## src/design/usb_nak_pkg.sv

```systemverilog
// Shared constants and types for the forced-NAK list and endpoint 0 port.
// Assumes a byte-addressed register port with 32-bit data words.
package usb_nak_pkg;

    // ------------------------------------------------------------
    // Register map
    // ------------------------------------------------------------
    localparam int ADDR_W = 8;
    localparam logic [ADDR_W-1:0] ADDR_LIST_A = 8'h60;
    localparam logic [ADDR_W-1:0] ADDR_LIST_B = 8'h64;
    localparam logic [ADDR_W-1:0] ADDR_EP0_PORT = 8'h80;
    localparam logic [ADDR_W-1:0] ADDR_FIFO_STATUS = 8'h90;

    // ------------------------------------------------------------
    // Field layout
    // ------------------------------------------------------------
    localparam int DATA_W = 32;
    localparam int ENABLE_BIT = 31;
    localparam int SLOT_W = 4;
    localparam int SLOTS = 6;
    localparam int BYTE_W = 8;
    localparam int STAT_OUT_LSB = 8;
    localparam logic [DATA_W-1:0] LIST_RESET = 32'h0000_0000;
    localparam logic [DATA_W-1:0] LIST_WMASK = 32'h80ff_ffff;
    localparam logic [SLOT_W-1:0] EP_NONE = 4'h0;

    // ------------------------------------------------------------
    // Carriers
    // ------------------------------------------------------------
    typedef struct packed {
        logic valid;
        logic is_in;
        logic [SLOT_W-1:0] ep;
    } token_t;

    typedef struct packed {
        logic valid;
        logic forced_nak;
    } verdict_t;

endpackage

```

## src/design/nak_list_match.sv

```systemverilog
// One forced-NAK list: six endpoint slots and an enable bit.
// Assumes the caller hands it the stored list word and a token endpoint.
`timescale 1ns/1ps
`default_nettype none
module nak_list_match (
    // List word and token endpoint
    input wire logic [usb_nak_pkg::DATA_W-1:0] list,
    input wire logic [usb_nak_pkg::SLOT_W-1:0] ep,
    // Result
    output logic hit
);
    logic [usb_nak_pkg::SLOTS-1:0] slot_hit;

    // ------------------------------------------------------------
    // Slot compare
    // ------------------------------------------------------------
    // A zero slot is never a candidate, so a cleared list cannot catch
    // control endpoint 0 by accident.
    genvar i;
    generate
        for (i = 0; i < usb_nak_pkg::SLOTS; i++) begin : g_slot
            wire logic [usb_nak_pkg::SLOT_W-1:0] slot_ep;
            assign slot_ep = list[i*usb_nak_pkg::SLOT_W +: usb_nak_pkg::SLOT_W];
            assign slot_hit[i] = (slot_ep != usb_nak_pkg::EP_NONE) &&
                                 (slot_ep == ep);
        end
    endgenerate

    // Enable only governs this list's own slots.
    assign hit = list[usb_nak_pkg::ENABLE_BIT] && (|slot_hit);
endmodule
`default_nettype wire

```

## src/design/usb_nak_fifo.sv

```systemverilog
// Forced-NAK lists and the control endpoint 0 byte FIFO port.
// Assumes a USB packet engine presents decoded tokens and moves endpoint 0
// bytes on a simple pop/push port, all on the controller clock.
//
// Added by the designer: the plain strobed port.
`timescale 1ns/1ps
`default_nettype none

module usb_nak_fifo #(
    parameter int DEPTH = 16
) (
    // Clock, reset, enable
    input wire logic clk,
    input wire logic nrst,
    input wire logic ce,
    // Register port
    input wire logic [usb_nak_pkg::ADDR_W-1:0] addr,
    input wire logic [usb_nak_pkg::DATA_W-1:0] wdata,
    input wire logic wr,
    input wire logic rd,
    output logic [usb_nak_pkg::DATA_W-1:0] rdata_q,
    // Token from the packet engine
    input wire usb_nak_pkg::token_t token,
    input wire logic normal_nak,
    output usb_nak_pkg::verdict_t verdict_q,
    // Endpoint 0 bytes toward the host (IN)
    input wire logic in_pop,
    output logic [usb_nak_pkg::BYTE_W-1:0] in_byte_q,
    output logic in_byte_valid_q,
    output logic in_empty_q,
    // Endpoint 0 bytes from the host (OUT)
    input wire logic out_push,
    input wire logic [usb_nak_pkg::BYTE_W-1:0] out_byte,
    output logic out_full_q
);
    localparam int PW = $clog2(DEPTH);
    localparam int CW = PW + 1;
    localparam logic [CW-1:0] DEPTH_C = CW'(DEPTH);
    localparam logic [CW-1:0] ONE_C = CW'(1);

    // ------------------------------------------------------------
    // Storage
    // ------------------------------------------------------------
    logic [usb_nak_pkg::DATA_W-1:0] list_a_q;
    logic [usb_nak_pkg::DATA_W-1:0] list_b_q;
    logic [usb_nak_pkg::BYTE_W-1:0] in_mem [DEPTH];
    logic [usb_nak_pkg::BYTE_W-1:0] out_mem [DEPTH];
    logic [PW-1:0] in_wp_q;
    logic [PW-1:0] in_rp_q;
    logic [CW-1:0] in_cnt_q;
    logic [PW-1:0] out_wp_q;
    logic [PW-1:0] out_rp_q;
    logic [CW-1:0] out_cnt_q;

    // ------------------------------------------------------------
    // Address decode
    // ------------------------------------------------------------
    wire logic sel_a;
    wire logic sel_b;
    wire logic sel_port;
    wire logic sel_stat;
    assign sel_a = (addr == usb_nak_pkg::ADDR_LIST_A);
    assign sel_b = (addr == usb_nak_pkg::ADDR_LIST_B);
    assign sel_port = (addr == usb_nak_pkg::ADDR_EP0_PORT);
    assign sel_stat = (addr == usb_nak_pkg::ADDR_FIFO_STATUS);

    // ------------------------------------------------------------
    // List writes
    // ------------------------------------------------------------
    // Reserved bits 30:24 are masked so they always read back zero.
    wire logic [usb_nak_pkg::DATA_W-1:0] list_wval;
    assign list_wval = wdata & usb_nak_pkg::LIST_WMASK;

    // Each list has its own strobe, so one never disturbs the other.
    always_ff @(posedge clk or negedge nrst) begin
        if (!nrst) begin
            list_a_q <= usb_nak_pkg::LIST_RESET;
            list_b_q <= usb_nak_pkg::LIST_RESET;
        end else if (ce) begin
            if (wr && sel_a) begin
                list_a_q <= list_wval;
            end
            if (wr && sel_b) begin
                list_b_q <= list_wval;
            end
        end
    end

    // ------------------------------------------------------------
    // Token matching
    // ------------------------------------------------------------
    wire logic hit_a;
    wire logic hit_b;
    wire logic force_now;

    nak_list_match u_match_a (
        .list (list_a_q),
        .ep (token.ep),
        .hit (hit_a)
    );

    nak_list_match u_match_b (
        .list (list_b_q),
        .ep (token.ep),
        .hit (hit_b)
    );

    // Only IN tokens are affected; OUT and SETUP pass untouched.
    assign force_now = token.valid && token.is_in && (hit_a || hit_b);

    // A forced verdict ignores whatever the endpoint itself would answer,
    // which is why normal_nak only feeds the non-forced case.
    wire usb_nak_pkg::verdict_t verdict_d;
    assign verdict_d.valid = token.valid;
    assign verdict_d.forced_nak = force_now || (token.valid &&
                                  normal_nak && !force_now);

    always_ff @(posedge clk or negedge nrst) begin
        if (!nrst) begin
            verdict_q <= '0;
        end else if (ce) begin
            verdict_q <= verdict_d;
        end
    end

    // ------------------------------------------------------------
    // IN FIFO: CPU loads, engine drains
    // ------------------------------------------------------------
    // While a NAK verdict stands the engine's pop is refused, so a NAKed
    // IN never consumes data and the toggle the engine keeps stays put.
    wire logic in_push_ok;
    wire logic in_pop_ok;
    assign in_push_ok = wr && sel_port && (in_cnt_q != DEPTH_C);
    assign in_pop_ok = in_pop && (in_cnt_q != '0) &&
                       !(verdict_q.valid && verdict_q.forced_nak);

    always_ff @(posedge clk) begin
        if (ce && in_push_ok) begin
            in_mem[in_wp_q] <= wdata[usb_nak_pkg::BYTE_W-1:0];
        end
    end

    always_ff @(posedge clk or negedge nrst) begin
        if (!nrst) begin
            in_wp_q <= '0;
            in_rp_q <= '0;
            in_cnt_q <= '0;
        end else if (ce) begin
            if (in_push_ok) begin
                in_wp_q <= in_wp_q + PW'(1);
            end
            if (in_pop_ok) begin
                in_rp_q <= in_rp_q + PW'(1);
            end
            in_cnt_q <= in_cnt_q + (in_push_ok ? ONE_C : '0)
                        - (in_pop_ok ? ONE_C : '0);
        end
    end

    // Popped byte is registered so the engine sees it one cycle later.
    always_ff @(posedge clk or negedge nrst) begin
        if (!nrst) begin
            in_byte_q <= '0;
            in_byte_valid_q <= 1'b0;
            in_empty_q <= 1'b1;
        end else if (ce) begin
            in_byte_valid_q <= in_pop_ok;
            if (in_pop_ok) begin
                in_byte_q <= in_mem[in_rp_q];
            end
            in_empty_q <= (in_cnt_q + (in_push_ok ? ONE_C : '0)
                          - (in_pop_ok ? ONE_C : '0)) == '0;
        end
    end

    // ------------------------------------------------------------
    // OUT FIFO: engine loads, CPU unloads
    // ------------------------------------------------------------
    // A read of an empty port returns zero and moves nothing.
    wire logic out_push_ok;
    wire logic out_pop_ok;
    assign out_push_ok = out_push && (out_cnt_q != DEPTH_C);
    assign out_pop_ok = rd && sel_port && (out_cnt_q != '0);

    always_ff @(posedge clk) begin
        if (ce && out_push_ok) begin
            out_mem[out_wp_q] <= out_byte;
        end
    end

    always_ff @(posedge clk or negedge nrst) begin
        if (!nrst) begin
            out_wp_q <= '0;
            out_rp_q <= '0;
            out_cnt_q <= '0;
        end else if (ce) begin
            if (out_push_ok) begin
                out_wp_q <= out_wp_q + PW'(1);
            end
            if (out_pop_ok) begin
                out_rp_q <= out_rp_q + PW'(1);
            end
            out_cnt_q <= out_cnt_q + (out_push_ok ? ONE_C : '0)
                         - (out_pop_ok ? ONE_C : '0);
        end
    end

    always_ff @(posedge clk or negedge nrst) begin
        if (!nrst) begin
            out_full_q <= 1'b0;
        end else if (ce) begin
            out_full_q <= (out_cnt_q + (out_push_ok ? ONE_C : '0)
                          - (out_pop_ok ? ONE_C : '0)) == DEPTH_C;
        end
    end

    // ------------------------------------------------------------
    // Read data
    // ------------------------------------------------------------
    // The port word carries the byte in its low lane; bits above are zero.
    wire logic [usb_nak_pkg::DATA_W-1:0] port_word;
    wire logic [usb_nak_pkg::DATA_W-1:0] stat_word;
    wire logic [usb_nak_pkg::DATA_W-1:0] rdata_d;
    assign port_word = out_pop_ok ?
        usb_nak_pkg::DATA_W'(out_mem[out_rp_q]) : '0;
    assign stat_word = usb_nak_pkg::DATA_W'(in_cnt_q) |
        (usb_nak_pkg::DATA_W'(out_cnt_q) << usb_nak_pkg::STAT_OUT_LSB);
    assign rdata_d = !rd ? '0 :
                     sel_a ? list_a_q :
                     sel_b ? list_b_q :
                     sel_port ? port_word :
                     sel_stat ? stat_word : '0;

    // Data stand only in the cycle after the strobe, then fall to zero.
    always_ff @(posedge clk or negedge nrst) begin
        if (!nrst) begin
            rdata_q <= '0;
        end else if (ce) begin
            rdata_q <= rdata_d;
        end
    end

endmodule
`default_nettype wire

```

## config.mk

```make
export PLATFORM = sky130hd
export DESIGN_NAME = usb_nak_fifo
export DESIGN_NICKNAME = d
export VERILOG_FILES = /design/src/design/usb_nak_pkg.sv /design/src/design/nak_list_match.sv /design/src/design/usb_nak_fifo.sv
export SDC_FILE = /design/constraint.sdc
export NUM_CORES = 1
export LEC_CHECK = 0
export BUFFER_PORTS_ARGS = -buffer_cell sky130_fd_sc_hd__buf_2
export CAP_MARGIN = 20
export CORE_UTILIZATION = 45
export CTS_CLUSTER_SIZE = 12
export DETAILED_ROUTE_END_ITERATION = 10
export GPL_TIMING_DRIVEN = 0
export SLEW_MARGIN = 25
export SYNTH_ARGS = -nofsm -noshare
export SYNTH_HDL_FRONTEND = slang
export SYNTH_SLANG_ARGS = --single-unit
```

## constraint.sdc

```tcl
create_clock -name clk -period 4.8 [get_ports clk]
set_clock_uncertainty 0.1 [all_clocks]
set_input_delay 0.24 -clock clk [delete_from_list [all_inputs] [get_ports clk]]
set_output_delay 0.24 -clock clk [all_outputs]
set_load 0.02 [all_outputs]
```

==> results by group <==
STA
  • Final setup fails: 0
  • Min Tclk post-route: 3.750 ns
  • Final Hold Vio Count: 0
  • RSZ-0062 raised after global routing: no
  • Max transition margin: 0.3691
  • FMAX: about 270 MHz
  • Final Cycle Share: 0.7813
  • Final Max Tran Viols: 0
  • Worst-Margin Slew: around 0.94 ns
  • Setup TNS: 0 ns

Power
  • Pwr Density: around 450 nW/um2
  • Sw power: between 2 and 2.5 mW
  • Power Total: 8.434 mW
  • Internal power: roughly 6.2 mW
  • Maximum VDD drop: about 350 uV
  • Switching Fraction: 0.2637
  • Clock Power Share: 0.356
  • Flop pwr share: 0.446
  • Logic pwr share: 0.199
  • Leakage power: 7.000 nW

Global routing
  • Largest net degree at the start of global routing: between 50 and 60
  • GRT Total Usage: 0.1986
  • Initial antenna violation count: 0
  • Remaining global-route overflow: 0
  • First-pass GRT wire length: 53430 um
  • Vias in the first global route: 8863

Synth
  • Synth top area share: 0.4841
  • Yosys cell types: 46
  • EDFF count, synth: about 260
  • Seq/Total Area, Yosys: 0.6639
  • Ys flop type: edfxtp_1
  • Syn Area/Cell: between 15 and 20 um2
  • Synthesis Warnings: 0
  • Post-synth ARST share: 0.3081
  • Register bit count reported by yosys: 370
  • Cell taking the most area after synthesis: edfxtp_1
  • Main area contributors after synthesis: edfxtp_1 (48%), dfrtp_1 (18%), mux4_2 (11%), mux2_2 (4.5%), xnor2_1 (1.7%)
  • Mapped Cells: about 940
  • Synth Cell Area: roughly 16000 um2

Floorplan
  • Die width: 189.8 um
  • Die height: roughly 190 um
  • Core box area: between 30000 and 40000 um2
  • IO Pins: 107
  • Die area: about 36000 um2
  • Initial Utilization: 0.4586
  • # rows: between 60 and 70

Cells and area
  • ANT cells: 0
  • Synthesis-to-layout area growth: 16.85%
  • Fraction of layout cells with a size suffix above 1: 0.2987
  • Commonest non-fill, non-tap cell in the layout: edfxtp_1
  • Multi-input gate area in the final layout: roughly 5000 um2
  • Register Area: approximately 11000 um2
  • Filler instances: 2843
  • Layout Cells excl Fill: 1600
  • Fin nets: 1198
  • Commonest non-fill, non-tap cells in the layout: edfxtp_1 (256), dfrtp_1 (113), buf_2 (103)

Worst setup path
  • Critical path class: reg2reg
  • Top Family by Delay on Critical Path: adder cells
  • CP Data Arrival Time: between 4 and 5 ns
  • CP peak stage delay: 0.49 ns
  • Type of origin of the critical path: flop
  • Worst path buffer plus inverter count: 3
  • Crit-path most repeated cell: ha_1
  • Slowest CP cell: or3b_2
  • Max FO, Critical Path: 10
  • Crit path cell chain: inv_1, ha_1, or3b_2, o21ai_0, nor3_1, buf_2, ha_1, inv_1, ha_1, fa_1, a21oi_1, o21bai_1, xnor2_1, xnor2_1, nand4_1, o21ai_0
  • CP required: ~5.2 ns
  • Slack of the worst reg-to-reg path: between 1 and 1.5 ns
  • CP endpoint kind: flop

Clock network
  • Sink Count: 370
  • Clk slew on worst S/H paths: roughly 0.06 ns
  • Cts hold-fix bufs: 28
  • Root Buffer: clkbuf_16
  • Worst skew pair latency: ~0.54 ns
  • CTS Buffer Depth: 3
  • Num CTS Buffers: 40
  • TritonCTS clock tree: built
  • Post-CTS resize count: 0
  • Postcts setup bufs: 0
  • Clock H-tree levels: 2

Detailed routing
  • DR WL/cell: between 20 and 25 um
  • First DRT Iteration DRCs: a little over 500
  • Routed Antenna Nets: 0
  • Vias per cell: approximately 5.4
  • Final wirelength: around 35000 um
  • Drt drc: 0
  • Routed via count: between 8000 and 9000
  • DRT Pass-1 Iters: 5

Run
  • # Max-Cap Violations: 0

Outcome
  • Status: finished clean

Placement
  • Dpl cells: between 1000 and 1500
  • GPL Wtd Cong: 0.8011
  • PortBufs: between 90 and 100
  • Detailed placer's ending HPWL: roughly 23000 um

Worst hold path
  • Hold/Removal Path Class: in2reg
-- power by group through the flow --
stage               clock, mW  sequential, mW  combinational [mW]
floorplan                   0            3.84                1.16
global placement            0            3.82                1.66
detailed placement          0            3.82                1.68
CTS                      3.08            3.76                1.71
global route             3.20            3.78                1.84
finish                   3.00            3.76                1.68
-- per-layer routing --
metal	wire length [um]	GRT usage	up-vias
li1	-	-	3964
met1	15420	0.2737	4397
met2	17090	0.3297	188
met3	1384	0.03025	47
met4	646	0.05242	0
met5	0	0	-
-- state kept, by name, indices dropped and copies added (netlist names), 2 cells and up --
name / cells
in_byte_q: 8
out_cnt_q: 5
list_b_q: 25
in_mem: 128
out_mem: 128
in_wp_q: 4
rdata_q: 25
in_cnt_q: 5
in_rp_q: 4
out_rp_q: 4
out_wp_q: 4
list_a_q: 25
verdict_q: 2
-- cells in the mapped netlist, types with 4 or more instances --
cell type / count
nor2_1: 41
inv_1: 18
mux2_2: 63
nor3_1: 31
and2_1: 20
or2_2: 8
mux2i_1: 18
a211oi_1: 8
xor2_1: 27
nand2_1: 36
buf_1: 7
nand3_1: 4
a221oi_2: 5
clkbuf_1: 20
dfrtp_1: 113
o2111ai_1: 4
buf_6: 6
xnor2_1: 31
mux4_2: 80
a22oi_1: 5
o2bb2ai_1: 17
nand4_1: 7
buf_2: 13
o21ai_0: 33
edfxtp_1: 256
buf_4: 8
ha_1: 21
a21oi_1: 15
-- layout make-up --
cell class | count | area share
sequential | 370 | 0.5681
multi-input combinational | 505 | 0.2701
clock buffer | 60 | 0.06076
timing repair buffer | 122 | 0.04248
tap | 455 | 0.03068
buffer | 54 | 0.01585
clock inverter | 14 | 0.007957
inverter | 20 | 0.004046
-- cells by family after synthesis --
| family | Yosys count | share of synthesized area |
|---|---|---|
| simple gates | 163 | 0.05145 |
| flops | 370 | 0.6639 |
| other cells | 1 | 0.0002362 |
| buf+inv | 74 | 0.02324 |
| compound gates | 93 | 0.04066 |
| xor+xnor | 58 | 0.03199 |
| fa+ha+maj | 23 | 0.01907 |
| mux | 161 | 0.1695 |
-- worst paths after layout --
path	start	to	depth (start not counted)
worst max-delay path	out_cnt_q[2]	out_full_q	16
worst min-delay path	wdata[4]	in_mem[8][4]	1
worst max register to register	out_cnt_q[2]	out_full_q	16
worst min register to register	in_byte_q[4]	in_byte_q[4]	2
max in group asynchronous	nrst	rdata_q[16]	3
min in group asynchronous	nrst	in_byte_q[5]	2
-- stage by stage --
step | hold WS (ns) | util | instance area [um2] | setup WS [ns]
after global placement | 0.3574 | 0.4888 | 16930 | 1.017
final | 0.02321 | 0.5358 | 18550 | 1.050
after global routing | 0.01428 | 0.5358 | 18550 | 0.7647
after floorplan | -0.1556 | - | 15900 | 1.501
after detailed placement | 0.09529 | 0.4909 | 17000 | 1.059
after CTS | 0.001631 | 0.5358 | 18550 | 1.029
Note: power is estimated with default switching activity, not from simulation.
